File: config.mk
export PLATFORM = sky130hd
export DESIGN_NAME = mii_mac_if
export DESIGN_NICKNAME = d
export VERILOG_FILES = /design/src/mii_pkg.sv /design/src/mii_fifo_if.sv /design/src/mii_fifo.sv /design/src/mii_mac_if.sv
export VERILOG_INCLUDE_DIRS = /design/src
export SDC_FILE = /design/constraint.sdc
export NUM_CORES = 1
export LEC_CHECK = 0
export BUFFER_PORTS_ARGS = -buffer_cell sky130_fd_sc_hd__buf_2
export CAP_MARGIN = 30
export CORE_ASPECT_RATIO = 1.5
export CORE_MARGIN = 4
export CORE_UTILIZATION = 30
export DETAILED_ROUTE_END_ITERATION = 10
export SLEW_MARGIN = 20
export SYNTH_ARGS = -nofsm -noshare
export SYNTH_HDL_FRONTEND = slang
export SYNTH_SLANG_ARGS = --single-unit
File: constraint.sdc
create_clock -name clk -period 3.8 [get_ports clk]
set_input_delay 0 -clock clk [delete_from_list [all_inputs] [get_ports clk]]
set_output_delay 0 -clock clk [all_outputs]
set_load 0.005 [all_outputs]
File: src/mii_defines.svh
`ifndef MII_DEFINES_SVH
`define MII_DEFINES_SVH
`define MII_SEL_MII 3'h0
`define MII_FIFO_W 6
`define MII_FIFO_D 8
`define MII_PRE_NIB 4'h5
`define MII_SFD_NIB 4'hD
`define MII_PRE_FIRST 4'h1
`define MII_PRE_LAST 4'hF
`define MII_CRC_INIT 32'hFFFFFFFF
`define MII_CRC_POLY 32'hEDB88320
`define MII_CRC_LAST 4'h7
`define MII_IFG_NIBS 5'h18
`define MII_MD_ONES 32'hFFFFFFFF
`define MII_MD_ST 2'h1
`define MII_MD_OP_RD 2'h2
`define MII_MD_OP_WR 2'h1
`define MII_MD_TA 2'h2
`define MII_MD_BITS 7'h40
`define MII_MD_DATA_IDX 7'h30
`endif

File: src/mii_pkg.sv
`include "mii_defines.svh"
package mii_pkg;
   typedef enum logic [1:0] {TX_IDLE, TX_PRE, TX_DATA, TX_FCS} mii_tx_st_t;
   typedef struct packed {
      logic err;
      logic last;
      logic [3:0] nib;
   } mii_txw_t;
   typedef struct packed {
      logic tclkS1, tclkS2, tclkPrev;
      logic crsS1, crsS2, colS1, colS2;
      mii_tx_st_t txSt;
      logic [31:0] crc;
      logic [3:0] cnt;
      logic [4:0] ifg;
      logic bad;
      logic [3:0] txNib;
      logic txEn, txDone, txColl;
      logic rclkS1, rclkS2, rclkPrev;
      logic dvS1, dvS2, erS1, erS2;
      logic [3:0] rnS1, rnS2, rxNib;
      logic rxStb, inFrame, errAcc, rxEnd, rxBad;
      logic [7:0] divCnt;
      logic mdc, mdS1, mdS2, mdBusy, mdRead, mdOut, mdOe, mdDone;
      logic [6:0] mdCnt;
      logic [63:0] mdSh;
      logic [15:0] mdRd;
   } mii_state_t;
endpackage: mii_pkg
File: src/mii_fifo_if.sv
`timescale 1ns/10ps
`include "mii_defines.svh"
interface mii_fifo_if #(parameter int W = `MII_FIFO_W);
   logic [W-1:0] wrData;
   logic wrValid;
   logic wrReady;
   logic [W-1:0] rdData;
   logic rdValid;
   logic rdReady;
   modport fifo(input wrData, wrValid, rdReady,
      output wrReady, rdData, rdValid);
   modport user(output wrData, wrValid, rdReady,
      input wrReady, rdData, rdValid);
endinterface: mii_fifo_if

File: src/mii_fifo.sv
`timescale 1ns/10ps
`include "mii_defines.svh"
module mii_fifo #(
   parameter int WIDTH = `MII_FIFO_W,
   parameter int DEPTH = `MII_FIFO_D
) (
   input wire logic clk,
   input wire logic rstn,
   input wire logic ce,
   mii_fifo_if.fifo f
);
   localparam int AW = $clog2(DEPTH);
   typedef struct packed {
      logic [DEPTH-1:0][WIDTH-1:0] mem;
      logic [AW-1:0] wp;
      logic [AW-1:0] rp;
      logic [AW:0] cnt;
   } mii_fifo_st_t;
   mii_fifo_st_t r, next_r;
   logic push, pop;

   assign f.wrReady = r.cnt != (AW+1)'(DEPTH);
   assign f.rdValid = r.cnt != '0;
   assign f.rdData = r.mem[r.rp];
   assign push = f.wrValid & f.wrReady;
   assign pop = f.rdValid & f.rdReady;

   always_comb begin
      next_r = r;
      if (push) begin
         next_r.mem[r.wp] = f.wrData;
         next_r.wp = AW'(r.wp + 1'b1);
      end
      if (pop) begin
         next_r.rp = AW'(r.rp + 1'b1);
      end
      if (push && !pop) begin
         next_r.cnt = (AW+1)'(r.cnt + 1'b1);
      end else if (pop && !push) begin
         next_r.cnt = (AW+1)'(r.cnt - 1'b1);
      end
   end

   always_ff @(posedge clk or negedge rstn) begin
      if (!rstn) begin
         r <= '0;
      end else if (ce) begin
         r <= next_r;
      end
   end
endmodule: mii_fifo

File: src/mii_mac_if.sv
// Contract
// - MII path serves 10 and 100 Mbps only; no gigabit mode here.
// - A transmit error is signalled by sending the frame check inverted.
// - Transmit nibble, bit zero least significant, valid only with enable.
// - Transmit enable follows the transmit clock while frame data is sent.
// - Collision is asynchronous and used only in half duplex.
// - Carrier sense is asynchronous and used only in half duplex.
// - Receive nibble sampled on receive clock, accepted only while valid.
// - Receive error counts only while valid and marks the frame errored.
// - Management clock is sourced here, rate set by the divider field.
// - Data pin driven in every frame cycle except read data cycles.
// - Switch link forces full duplex; carrier and collision are ignored.
// - MII exists only on first MAC; second MAC then has RGMII only.
// - MII is selected when the first MAC select input is zero.
`timescale 1ns/10ps
`include "mii_defines.svh"
module mii_mac_if
   import mii_pkg::*;
(
   input wire logic clk,
   input wire logic rstn,
   input wire logic ce,
   input wire logic [2:0] firstMacIfSelect,
   input wire logic fullDuplex,
   input wire logic switchMode,
   output logic miiActive,
   output logic secondMacRgmiiOnly,
   input wire logic phyTxClock,
   output logic [3:0] txNibble,
   output logic txEnableOut,
   input wire logic collisionIn,
   input wire logic carrierSenseIn,
   input wire logic phyRxClock,
   input wire logic [3:0] rxNibble,
   input wire logic rxValidIn,
   input wire logic rxErrorIn,
   input wire logic [3:0] txData,
   input wire logic txLast,
   input wire logic txAbort,
   input wire logic txValid,
   output logic txReady,
   output logic txDone,
   output logic txCollision,
   output logic [3:0] rxData,
   output logic rxStrobe,
   output logic rxEnd,
   output logic rxFrameErr,
   input wire logic [7:0] mgmtClockDivider,
   input wire logic mgmtStart,
   input wire logic mgmtRead,
   input wire logic [4:0] mgmtPhyAddr,
   input wire logic [4:0] mgmtRegAddr,
   input wire logic [15:0] mgmtWrData,
   output logic mgmtBusy,
   output logic mgmtDone,
   output logic [15:0] mgmtRdData,
   output logic mgmtClockOut,
   input wire logic mdioIn,
   output logic mdioOut,
   output logic mdioOe
);
   // ****************************************************************
   // Declarations
   // ****************************************************************
   mii_state_t r, next_r;
   mii_txw_t w;
   logic txEdge, rxEdge, halfDup, canStart, pop;
   logic mdTick, mdRise, mdFall, txGo, rxGo;

   mii_fifo_if #(.W($bits(mii_txw_t))) f();

   mii_fifo #(.WIDTH($bits(mii_txw_t)), .DEPTH(`MII_FIFO_D)) u_fifo (
      .clk(clk),
      .rstn(rstn),
      .ce(ce),
      .f(f)
   );

   function automatic logic [31:0] crc_nib(input logic [31:0] c,
      input logic [3:0] d);
      logic [31:0] x;
      x = c;
      for (int i = 0; i < 4; i++) begin
         if (x[0] ^ d[i]) begin
            x = (x >> 1) ^ `MII_CRC_POLY;
         end else begin
            x = x >> 1;
         end
      end
      return x;
   endfunction: crc_nib

   // ****************************************************************
   // Mode and pin sharing
   // ****************************************************************
   // No gigabit path exists; speed follows the PHY clocks alone
   assign miiActive = firstMacIfSelect == `MII_SEL_MII;
   assign secondMacRgmiiOnly = miiActive;
   assign halfDup = ~fullDuplex & ~switchMode;

   // ****************************************************************
   // Edge events and FIFO hookup
   // ****************************************************************
   assign txEdge = r.tclkS2 & ~r.tclkPrev;
   // Receive side samples mid-period, where the PHY data is settled
   assign rxEdge = r.rclkPrev & ~r.rclkS2;
   assign txGo = ce & txEdge;
   assign rxGo = ce & rxEdge;
   assign mdTick = r.divCnt == mgmtClockDivider;
   assign mdRise = mdTick & ~r.mdc;
   assign mdFall = mdTick & r.mdc;
   assign w = mii_txw_t'(f.rdData);
   assign canStart = miiActive & f.rdValid & ~(halfDup & r.crsS2);
   assign pop = txEdge & (r.txSt == TX_DATA);
   assign f.wrData = {txAbort, txLast, txData};
   assign f.wrValid = txValid;
   assign f.rdReady = pop;
   assign txReady = f.wrReady;

   assign txNibble = r.txNib;
   assign txEnableOut = r.txEn;
   assign txDone = r.txDone;
   assign txCollision = r.txColl;
   assign rxData = r.rxNib;
   assign rxStrobe = r.rxStb;
   assign rxEnd = r.rxEnd;
   assign rxFrameErr = r.rxBad;
   assign mgmtBusy = r.mdBusy;
   assign mgmtDone = r.mdDone;
   assign mgmtRdData = r.mdRd;
   assign mgmtClockOut = r.mdc;
   assign mdioOut = r.mdOut;
   assign mdioOe = r.mdOe;

   // ****************************************************************
   // Next state
   // ****************************************************************
   always_comb begin
      next_r = r;
      next_r.txDone = 1'b0;
      next_r.txColl = 1'b0;
      next_r.rxStb = 1'b0;
      next_r.rxEnd = 1'b0;
      next_r.mdDone = 1'b0;
      // Pins from other clocks pass two flops first
      next_r.tclkS1 = phyTxClock;
      next_r.tclkS2 = r.tclkS1;
      next_r.tclkPrev = r.tclkS2;
      next_r.crsS1 = carrierSenseIn;
      next_r.crsS2 = r.crsS1;
      next_r.colS1 = collisionIn;
      next_r.colS2 = r.colS1;
      next_r.rclkS1 = phyRxClock;
      next_r.rclkS2 = r.rclkS1;
      next_r.rclkPrev = r.rclkS2;
      next_r.dvS1 = rxValidIn;
      next_r.dvS2 = r.dvS1;
      next_r.erS1 = rxErrorIn;
      next_r.erS2 = r.erS1;
      next_r.rnS1 = rxNibble;
      next_r.rnS2 = r.rnS1;
      next_r.mdS1 = mdioIn;
      next_r.mdS2 = r.mdS1;

      // Transmit engine, one step per transmit clock rise
      if (txEdge) begin
         case (r.txSt)
            TX_IDLE: begin
               next_r.txEn = 1'b0;
               if (r.ifg != '0) begin
                  next_r.ifg = 5'(r.ifg - 1'b1);
               end else if (canStart) begin
                  next_r.txSt = TX_PRE;
                  next_r.txEn = 1'b1;
                  next_r.txNib = `MII_PRE_NIB;
                  next_r.cnt = `MII_PRE_FIRST;
                  next_r.crc = `MII_CRC_INIT;
                  next_r.bad = 1'b0;
               end
            end
            TX_PRE: begin
               if (r.cnt == `MII_PRE_LAST) begin
                  next_r.txNib = `MII_SFD_NIB;
                  next_r.txSt = TX_DATA;
               end else begin
                  next_r.txNib = `MII_PRE_NIB;
                  next_r.cnt = 4'(r.cnt + 1'b1);
               end
            end
            TX_DATA: begin
               next_r.cnt = '0;
               if (f.rdValid) begin
                  next_r.txNib = w.nib;
                  next_r.crc = crc_nib(r.crc, w.nib);
                  next_r.bad = r.bad | w.err;
                  if (w.last) begin
                     next_r.txSt = TX_FCS;
                  end
               end else begin
                  // Underrun cannot be recovered; poison the frame
                  next_r.bad = 1'b1;
                  next_r.txSt = TX_FCS;
               end
            end
            TX_FCS: begin
               next_r.txNib = r.bad ? r.crc[3:0] : ~r.crc[3:0];
               next_r.crc = r.crc >> 4;
               next_r.cnt = 4'(r.cnt + 1'b1);
               if (r.cnt == `MII_CRC_LAST) begin
                  next_r.txSt = TX_IDLE;
                  next_r.txDone = 1'b1;
                  next_r.ifg = `MII_IFG_NIBS;
               end
            end
            default: begin
               next_r.txSt = TX_IDLE;
            end
         endcase
         // A collision spoils the frame but never cuts it short
         if (halfDup && r.colS2 && r.txEn && r.txSt != TX_IDLE) begin
            next_r.bad = 1'b1;
            next_r.txColl = 1'b1;
         end
      end

      // Receive path
      if (rxEdge) begin
         if (miiActive && r.dvS2) begin
            next_r.rxNib = r.rnS2;
            next_r.rxStb = 1'b1;
            next_r.inFrame = 1'b1;
            next_r.errAcc = r.errAcc | r.erS2;
         end else if (r.inFrame) begin
            next_r.rxEnd = 1'b1;
            next_r.rxBad = r.errAcc;
            next_r.inFrame = 1'b0;
            next_r.errAcc = 1'b0;
         end
      end

      // Management clock divider, runs free
      if (mdTick) begin
         next_r.divCnt = '0;
         next_r.mdc = ~r.mdc;
      end else begin
         next_r.divCnt = 8'(r.divCnt + 1'b1);
      end

      // Management frame: bits change on falling clock, read on rising
      if (!r.mdBusy && mgmtStart) begin
         next_r.mdBusy = 1'b1;
         next_r.mdRead = mgmtRead;
         next_r.mdCnt = '0;
         next_r.mdRd = '0;
         next_r.mdSh = {`MII_MD_ONES, `MII_MD_ST,
            mgmtRead ? `MII_MD_OP_RD : `MII_MD_OP_WR,
            mgmtPhyAddr, mgmtRegAddr, `MII_MD_TA,
            mgmtRead ? 16'h0000 : mgmtWrData};
      end else if (r.mdBusy && mdFall) begin
         if (r.mdCnt == `MII_MD_BITS) begin
            next_r.mdBusy = 1'b0;
            next_r.mdDone = 1'b1;
            next_r.mdOe = 1'b0;
         end else begin
            next_r.mdOut = r.mdSh[63];
            next_r.mdSh = {r.mdSh[62:0], 1'b0};
            next_r.mdCnt = 7'(r.mdCnt + 1'b1);
            // Release the pin only for the data bits of a read
            next_r.mdOe = !(r.mdRead && r.mdCnt >= `MII_MD_DATA_IDX);
         end
      end else if (r.mdBusy && mdRise && r.mdRead &&
         r.mdCnt > `MII_MD_DATA_IDX) begin
         next_r.mdRd = {r.mdRd[14:0], r.mdS2};
      end
   end

   always_ff @(posedge clk or negedge rstn) begin
      if (!rstn) begin
         r <= '0;
      end else if (ce) begin
         r <= next_r;
      end
   end
endmodule: mii_mac_if

==> results.cfg, run 1 <==
[run_status]
run_status = completed

[yosys]
synth-compound-area-share = 0.124
synth.yosys.seq_area_share = 0.514
yosysWarnings = 0
ys_dominant_reg_cell = dfrtp_1
synth.avg_cell_area_um2 = 10.4
synthesis.instances = 1138
synthAdderAreaFrac = 0.0186
synth_async_sr_flop_share = 1.00
synth.area.mux_share = 0.106
syn-cell-area_um2 = 11800
syn_nets = 1217
synth_xor_xnor_area_share = 0.0347
synth_edf_count = 0
ys_types = 65
synth_simple_gate_area_share = 0.158
synth_top_family_by_area = simple AND/OR/NAND/NOR gates
synth.ff_latch_count = 243

[critical_path]
end_kind = flop
crit_buf_inv = 1
rr_worst_depth = 7
timing.critical_path.slowest_cell_delay_ns = 0.79
worst_r2r_endpoint = r[21]
critical_path.top_delay_family = simple AND/OR/NAND/NOR gates
timing.critical_path.required_ns = 4.28
worstSetupPathType = flop to flop
critical_path_peak_fanout = 19
worstPathCellList = xor2_1, nor4_1, nand3_1, o31ai_4, and3_1, a221o_1, dlygate4sd3_1
critical_path.slowest_cell = o31ai_4
reg2reg_slack_ns = 0.43
startpoint_type = flop
r2r-start = r[98]
critPathArrivalTime_ns = 3.85

[clock_tree]
clk_latency_ns = 0.55
tritoncts_clock_tree = yes
cts.root.buffer_cell = clkbuf_16
worst_setup_hold_path_clk_slew_ns = 0.06
ctsLongestPathBuffers = 3
cts.sinks = 243
cts_made_buffers = 25
htree_num_levels = 1
ctsResizeCount = 0

[sta]
timing.max_slew.rel_slack = 0.429
timing.setup.tns_ns = 0
fmax_mhz = 296
skew_ns = 0.0209
final.min_clock_period_ns = 3.37
period_share = 0.888
slew_viol_final = 0
worstMarginPinSlew_ns = 0.857
timing_hold_violations_final = 0
setup_viol_count_final = 0
rsz_0062_raised_after_global_routing = false

[routing]
postRouteAntennaNets = 0
routed_wl_mm = 28.5
ratio_of_routed_vias_to_standard_cells = 4.97
drt_drc_violations_left = 0
first_iter_violations = 497
wl_per_cell_um = 16.2
via_count = 8771
drt_pass1_iterations = 5

[global_routing]
grt_pass1_wl_mm = 47.7
number_of_global_route_vias_before_repair = 9100
grt-ovfl-total = 0
grt_start_max_net_pins = 131
overall_fraction_of_global_route_tracks_in_use = 0.133
grt_antenna_before_repair = 0

[floorplanning]
initial_utilization = 0.305
fp-row-count = 88
chip_width_um = 170
die-area_um2 = 42700
core_area_um2 = 38800
die_y_um = 251
io_pins = 100

[min_path]
hold_end = r[134]
holdCritPathClass = primary input to flop
min_delay_path_depth = 6
worstHoldStart = firstMacIfSelect[2]

[layout]
layout.nets = 1330
layoutNonFillerInstCount = 1764
drive_above_1_share = 0.213
layout-area-overhead-vs-synth_pct = 19.3
fillerInstances = 3873
layout_commonest_cell = dfrtp_1
final_cell_mix = dfrtp_1, nand2_1, o21ai_0
num_antenna_cells = 0

[placed_design]
dp_cells = 1663
io_buffers = 99
dp.final_hpwl_mm = 19.4
gpl.final_weighted_congestion = 0.855

[power_and_ir_drop]
ir_worst_vdd_uv = 363
p_per_area_nw_per_um2 = 761
p_leak_nw = 6.30

[run]
max-cap-violations = 0
[metrics by stage]
stage / hold WS, ns / setup slack, ns / instance area, um^2 / power [mW] / utilization
global placement: 0.194 / 0.861 / 12700 / 8.01 / 0.326
finish: 0.0328 / 0.427 / 14100 / 10.7 / 0.364
global route: 0.0641 / 0.224 / 14100 / 11.5 / 0.364
floorplan: -0.296 / 1.16 / 11800 / 7.08 / -
CTS: 0.00386 / 0.471 / 14100 / 10.9 / 0.363
detailed placement: 0.207 / 0.814 / 12700 / 8.14 / 0.327
[worst max path at each step]
stage / start / to / cells past startpoint
3_5_place_dp: r[95] / r[86] / 8
2_1_floorplan: r[176] / u_fifo.r[3] / 13
6_report: r[98] / r[21] / 7
3_3_place_gp: r[95] / r[86] / 8
5_1_grt: r[98] / r[21] / 7
4_1_cts: r[95] / r[20] / 7
[power breakdown]
group	internal, mW	leakage [nW]	switching [mW]
clock network	1.55	0.427	1.06
logic	1.94	2.91	2.05
registers	3.43	2.97	0.718
[sequential cells by signal, indices dropped and copies added, names as in the netlist, 4 cells and up]
signal / count
txNibble: 4
rxData: 4
next_r: 13
u_fifo.r: 58
mgmtRdData: 16
r: 137
[layer usage]
metal / share of wire / track usage / vias to the layer above
met5: 0 / 0 / -
met3: 0.038 / 0.0193 / 41
met4: 0.020 / 0.0322 / 0
met2: 0.53 / 0.240 / 169
met1: 0.42 / 0.167 / 4375
li1: - / - / 4186
[repair_timing]
action,in CTS,in global routing
endpoints found under the hold margin,223,37
hold buffers,53,1
buffers inserted,0,0
endpoints found under the setup margin,0,0
[tightest hold or removal path: stages]
cell     delay [ns]
buf_2          0.08
nor3_1         0.05
buf_4          0.16
nand4_1        0.11
nor4_1         0.05
nor2_1         0.08
[Yosys cell counts, types with 17 or more instances]
| master | number | area (um^2) |
|---|---|---|
| a21oi_1 | 18 | 90.1 |
| nor2_1 | 56 | 210 |
| o21ai_0 | 105 | 526 |
| nand3_1 | 48 | 240 |
| inv_1 | 18 | 67.6 |
| nand2_1 | 188 | 706 |
| dfrtp_1 | 243 | 6080 |
| mux2_2 | 85 | 957 |
| clkbuf_1 | 44 | 165 |
| buf_4 | 26 | 195 |
| nand2b_1 | 17 | 106 |
| mux2i_1 | 19 | 190 |
| and3_1 | 25 | 156 |
[layout make-up]
cell class | instances | area (um^2) | share of cell area
Sequential cell | 243 | 6080 | 0.431
Multi-Input combinational cell | 791 | 5250 | 0.372
Timing Repair Buffer | 172 | 1240 | 0.0876
Clock buffer | 31 | 678 | 0.0480
Tap cell | 495 | 619 | 0.0439
Clock inverter | 14 | 190 | 0.0135
Inverter | 18 | 67.6 | 0.00479
[logic make-up after synthesis]
logic type | count (synthesis)
fa+ha+maj | 17
flops | 243
mux | 109
buf+inv | 104
xor+xnor | 37
simple gates | 404
compound gates | 224
No activity file was read; power rests on OpenSTA's default activity.
==> run 2, diff against run 1 <==
==> constraint.sdc (replaced) <==
create_clock -name clk -period 3.9 [get_ports clk]
set_input_delay 0 -clock clk [delete_from_list [all_inputs] [get_ports clk]]
set_output_delay 0 -clock clk [all_outputs]
set_load 0.005 [all_outputs]
==> results.cfg, run 2 (synthesized netlist as in run 1, its figures left out) <==
[critical_path]
timing.critical_path.required_ns = 4.32
critical_path_peak_fanout = 19
critPathArrivalTime_ns = 3.45
startpoint_type = flop
end_kind = flop
worstSetupPathType = flop to flop

[sta]
timing.max_slew.rel_slack = 0.424
final.min_clock_period_ns = 3.03
period_share = 0.776
slew_viol_final = 0
setup_viol_count_final = 0
fmax_mhz = 330
timing_hold_violations_final = 0
timing.setup.tns_ns = 0
skew_ns = 0.0157
worstMarginPinSlew_ns = 0.865
rsz_0062_raised_after_global_routing = false

[placed_design]
io_buffers = 99
gpl.final_weighted_congestion = 0.820
dp.final_hpwl_mm = 18.9

[clock_tree]
cts_made_buffers = 25
ctsLongestPathBuffers = 3
cts.sinks = 243
post-cts-setup-buffer-count = 0
worst_setup_hold_path_clk_slew_ns = 0.06
clk_latency_ns = 0.55
tritoncts_clock_tree = yes
cts.root.buffer_cell = clkbuf_16
htree_num_levels = 1

[global_routing]
grt_start_max_net_pins = 131
grt_antenna_before_repair = 0
grt-ovfl-total = 0
grt_pass1_wl_mm = 46.5
number_of_global_route_vias_before_repair = 9063
overall_fraction_of_global_route_tracks_in_use = 0.130

[layout]
layout-area-overhead-vs-synth_pct = 18.7
layout.nets = 1330
final_cell_mix = dfrtp_1, nand2_1, o21ai_0
drive_above_1_share = 0.213
num_antenna_cells = 0
largest_reg_flops = 137
final_core_utilization = 0.362
registers.top_by_ff_count = r
layout_commonest_cell = dfrtp_1

[floorplanning]
fp-row-count = 88
die_y_um = 251
core_area_um2 = 38800
chip_width_um = 170
initial_utilization = 0.305
die-area_um2 = 42700
io_pins = 100

[routing]
first_iter_violations = 500
drt_drc_violations_left = 0
wl_per_cell_um = 15.9
ratio_of_routed_vias_to_standard_cells = 4.99
drt_pass1_iterations = 5
routed_wl_mm = 28.0
postRouteAntennaNets = 0
via_count = 8800

[power_and_ir_drop]
seq_power_share = 0.390
power.clock.fraction = 0.234
power_switching_mw = 3.68
ir_worst_vdd_uv = 385
combinational_cell_fraction_of_total_power = 0.376
p_per_area_nw_per_um2 = 735
p_leak_nw = 6.27
p_int_mw = 6.65
power.switching_fraction = 0.356

[run_status]
run_status = completed

[min_path]
holdCritPathClass = primary input to flop

[run]
max-cap-violations = 0
==> run 2: cell types whose count changed in the layout (fill, tap and decap cells not counted), sizes merged <==
| cell | delta |
|---|---|
| buf | +4 |
| bufinv | -2 |
| clkbuf | +3 |
| clkinv | -3 |
| dlygate4sd3 | -4 |
==> run 2: critical path, cell delays in order, from the launching register on <==
cell and delay, ns:
dfrtp_1 0.89, mux2i_1 0.30, a22oi_2 0.16, a21boi_0 0.69, o211ai_1 0.26, a21oi_1 0.19
o21ai_0 0.14, a22o_1 0.26
==> run 2: path summary, 6_finish.rpt <==
kind	cells after the start	endpoint	slack (ns)	start
worst max register to register	7	r[169]	0.87	u_fifo.r[4]
worst min-delay path	6	r[134]	0.03	firstMacIfSelect[2]
worst min register to register	2	rxData[2]	0.47	r[114]
min in group asynchronous	3	u_fifo.r[42]	0.50	rstn
worst max-delay path	7	r[169]	0.87	u_fifo.r[4]
max in group asynchronous	5	u_fifo.r[0]	2.17	rstn
==> run 2: what timing repair did <==
action	4_1_cts	5_1_grt
endpoints found under the hold margin	217	8
hold buffers	49	1
resized for setup	0	0
==> run 2: final cells by class <==
class / instances / area, um^2
clock buffers: 34 / 699
clock inverters: 9 / 115
fillers: 3877 / 24700
inverters: 18 / 67.6
multi-input cells: 791 / 5250
flip-flops and latches: 243 / 6080
well taps: 495 / 619
repair buffers: 172 / 1210
==> run 2: through the flow <==
stage / power, mW / cell area (um^2) / cells / hold WS (ns) / worst slack [ns]
after floorplan: 6.89 / 11800 / 1138 / -0.296 / 1.26
after global placement: 7.79 / 12700 / 1666 / 0.220 / 0.949
after detailed placement: 7.93 / 12700 / 1668 / 0.224 / 0.930
after CTS: 10.4 / 14000 / 1760 / 0.00260 / 0.904
after global routing: 11.0 / 14000 / 1762 / 0.0599 / 0.707
final: 10.3 / 14000 / 1762 / 0.0325 / 0.873
==> run 2: per-layer routing <==
metal,routed length (um),up-vias,GRT usage,share of wire
li1,-,4205,-,-
met1,11800,4371,0.160,0.42
met2,14200,177,0.230,0.51
met3,1140,47,0.0200,0.041
met4,821,0,0.0454,0.029
met5,0,-,0,0
==> run 2: power by group through the flow <==
stage	clock, mW	combinational (mW)	sequential [mW]
after floorplan	0	3.07	3.82
after global placement	0	3.76	4.04
after detailed placement	0	3.86	4.06
after CTS	2.50	3.92	4.03
after global routing	2.59	4.30	4.14
final	2.42	3.89	4.02
==> run 3, diff against run 2 <==
==> constraint.sdc (replaced) <==
create_clock -name clk -period 2.95 [get_ports clk]
set_input_delay 0 -clock clk [delete_from_list [all_inputs] [get_ports clk]]
set_output_delay 0 -clock clk [all_outputs]
set_load 0.005 [all_outputs]
==> results.cfg, run 3 (synthesized netlist as in run 1, its figures left out) <==
[sta]
timing_hold_violations_final = 0
setup_viol_count_final = 0
slew_viol_final = 0
timing.setup.tns_ns = 0
skew_ns = 0.0133
worstMarginPinSlew_ns = 0.856
fmax_mhz = 372
final_critical_path_setup_slack_ns = 0.260
period_share = 0.912
timing.max_slew.rel_slack = 0.428
final.min_clock_period_ns = 2.69
rsz_0062_raised_after_global_routing = false

[routing]
wl_per_cell_um = 16.0
routed_wl_mm = 28.4
drt_drc_violations_left = 0
drt_pass1_iterations = 5
via_count = 8811
first_iter_violations = 524
ratio_of_routed_vias_to_standard_cells = 4.97
postRouteAntennaNets = 0

[placed_design]
gpl.final_weighted_congestion = 0.798
dp_cells = 1681
dp.final_hpwl_mm = 19.3
placedInstanceArea_um2 = 12800
dpl_worst_slack_ns = 0.152
io_buffers = 99

[power_and_ir_drop]
p_leak_nw = 6.33
ir_worst_vdd_uv = 467
p_per_area_nw_per_um2 = 971
post-layout-total-power_mw = 13.7

[layout]
registers.top_by_ff_count = r
drive_above_1_share = 0.225
final_cell_area_um2 = 14200
layout.nets = 1341
layout-area-overhead-vs-synth_pct = 19.6
largest_reg_flops = 137
fillerInstances = 3850
layout_commonest_cell = dfrtp_1
final_cell_mix = dfrtp_1, nand2_1, o21ai_0
layoutNonFillerInstCount = 1774

[clock_tree]
htree_num_levels = 1
cts_made_buffers = 24
cts.sinks = 243
post-cts-setup-buffer-count = 0
tritoncts_clock_tree = yes
cts.root.buffer_cell = clkbuf_16
worst_setup_hold_path_clk_slew_ns = 0.07
clk_latency_ns = 0.53
ctsLongestPathBuffers = 3

[critical_path]
timing.critical_path.required_ns = 3.37
cp.depth = 8
critical_path.top_delay_family = simple AND/OR/NAND/NOR gates
worstSetupPathType = flop to flop
crit_buf_inv = 1
critPathArrivalTime_ns = 3.12
critical_path.slowest_cell = xor3_1
timing.critical_path.slowest_cell_delay_ns = 0.54
worstPathCellList = buf_4, mux2i_1, a22oi_2, nand3b_1, nand2_1, xor3_1, and3_1, o31ai_1
end_kind = flop
critical_path_peak_fanout = 12
rr_worst_depth = 8
startpoint_type = flop

[global_routing]
grt-ovfl-total = 0
grt_antenna_before_repair = 1
number_of_global_route_vias_before_repair = 9197
grt_pass1_wl_mm = 47.6
overall_fraction_of_global_route_tracks_in_use = 0.133
grt_start_max_net_pins = 91

[min_path]
holdCritPathClass = primary input to flop
min_delay_path_depth = 3

[run]
max-cap-violations = 0

[floorplanning]
chip_width_um = 170
fp-row-count = 88
io_pins = 100
die_y_um = 251
initial_utilization = 0.305
core_area_um2 = 38800
die-area_um2 = 42700

[run_status]
run_status = completed
[run 3: routing by layer]
layer,wire [um],part of all wire,GRT usage,vias up
met5,0,0,0,-
met1,12300,0.43,0.170,4349
met2,14100,0.50,0.230,181
li1,-,-,-,4227
met3,1150,0.040,0.0204,54
met4,831,0.029,0.0452,0
[run 3: worst paths after layout]
path / end / startpoint / slack, ns
setup / recovery: r[171] / u_fifo.r[4] / 0.26
hold / removal: u_fifo.r[7] / txValid / 0.02
setup reg to reg: r[171] / u_fifo.r[4] / 0.26
hold reg to reg: rxData[2] / r[114] / 0.47
max in group asynchronous: r[45] / rstn / 1.99
min in group asynchronous: u_fifo.r[48] / rstn / 0.10
[run 3: metrics by stage]
step / hold WS, ns / utilization
after global placement: 0.0813 / 0.331
final: 0.0194 / 0.365
after floorplan: -0.296 / -
after CTS: 0.00110 / 0.365
after detailed placement: 0.0807 / 0.331
after global routing: 0.0183 / 0.365
[run 3: timing repair]
action / in CTS / in global routing
resized for setup: 0 / 2
setup endpoints to repair: 0 / 6
hold buffers: 50 / 0
endpoints found under the hold margin: 178 / 0
[run 3: worst register-to-register path, stage by stage (launching register included)]
cell and delay [ns]:
dfrtp_2 0.52, buf_4 0.25, mux2i_1 0.11, a22oi_2 0.27
nand3b_1 0.24, nand2_1 0.24, xor3_1 0.54, and3_1 0.21
o31ai_1 0.23
[run 3: area by class of cell]
cell class,instances,area (um^2),share of cell area
repair buffers,184,1310,0.0923
inverters,18,67.6,0.00477
diodes,1,2.50,0.000177
multi-input cells,791,5250,0.371
well taps,495,619,0.0438
clock inverters,14,156,0.0110
clock buffers,28,667,0.0471
flip-flops and latches,243,6080,0.430
[run 3: report_power, final]
| part | internal (mW) | switching [mW] | total [mW] |
|---|---|---|---|
| clock network | 1.88 | 1.34 | 3.22 |
| logic | 2.58 | 2.62 | 5.20 |
| registers | 4.42 | 0.915 | 5.33 |
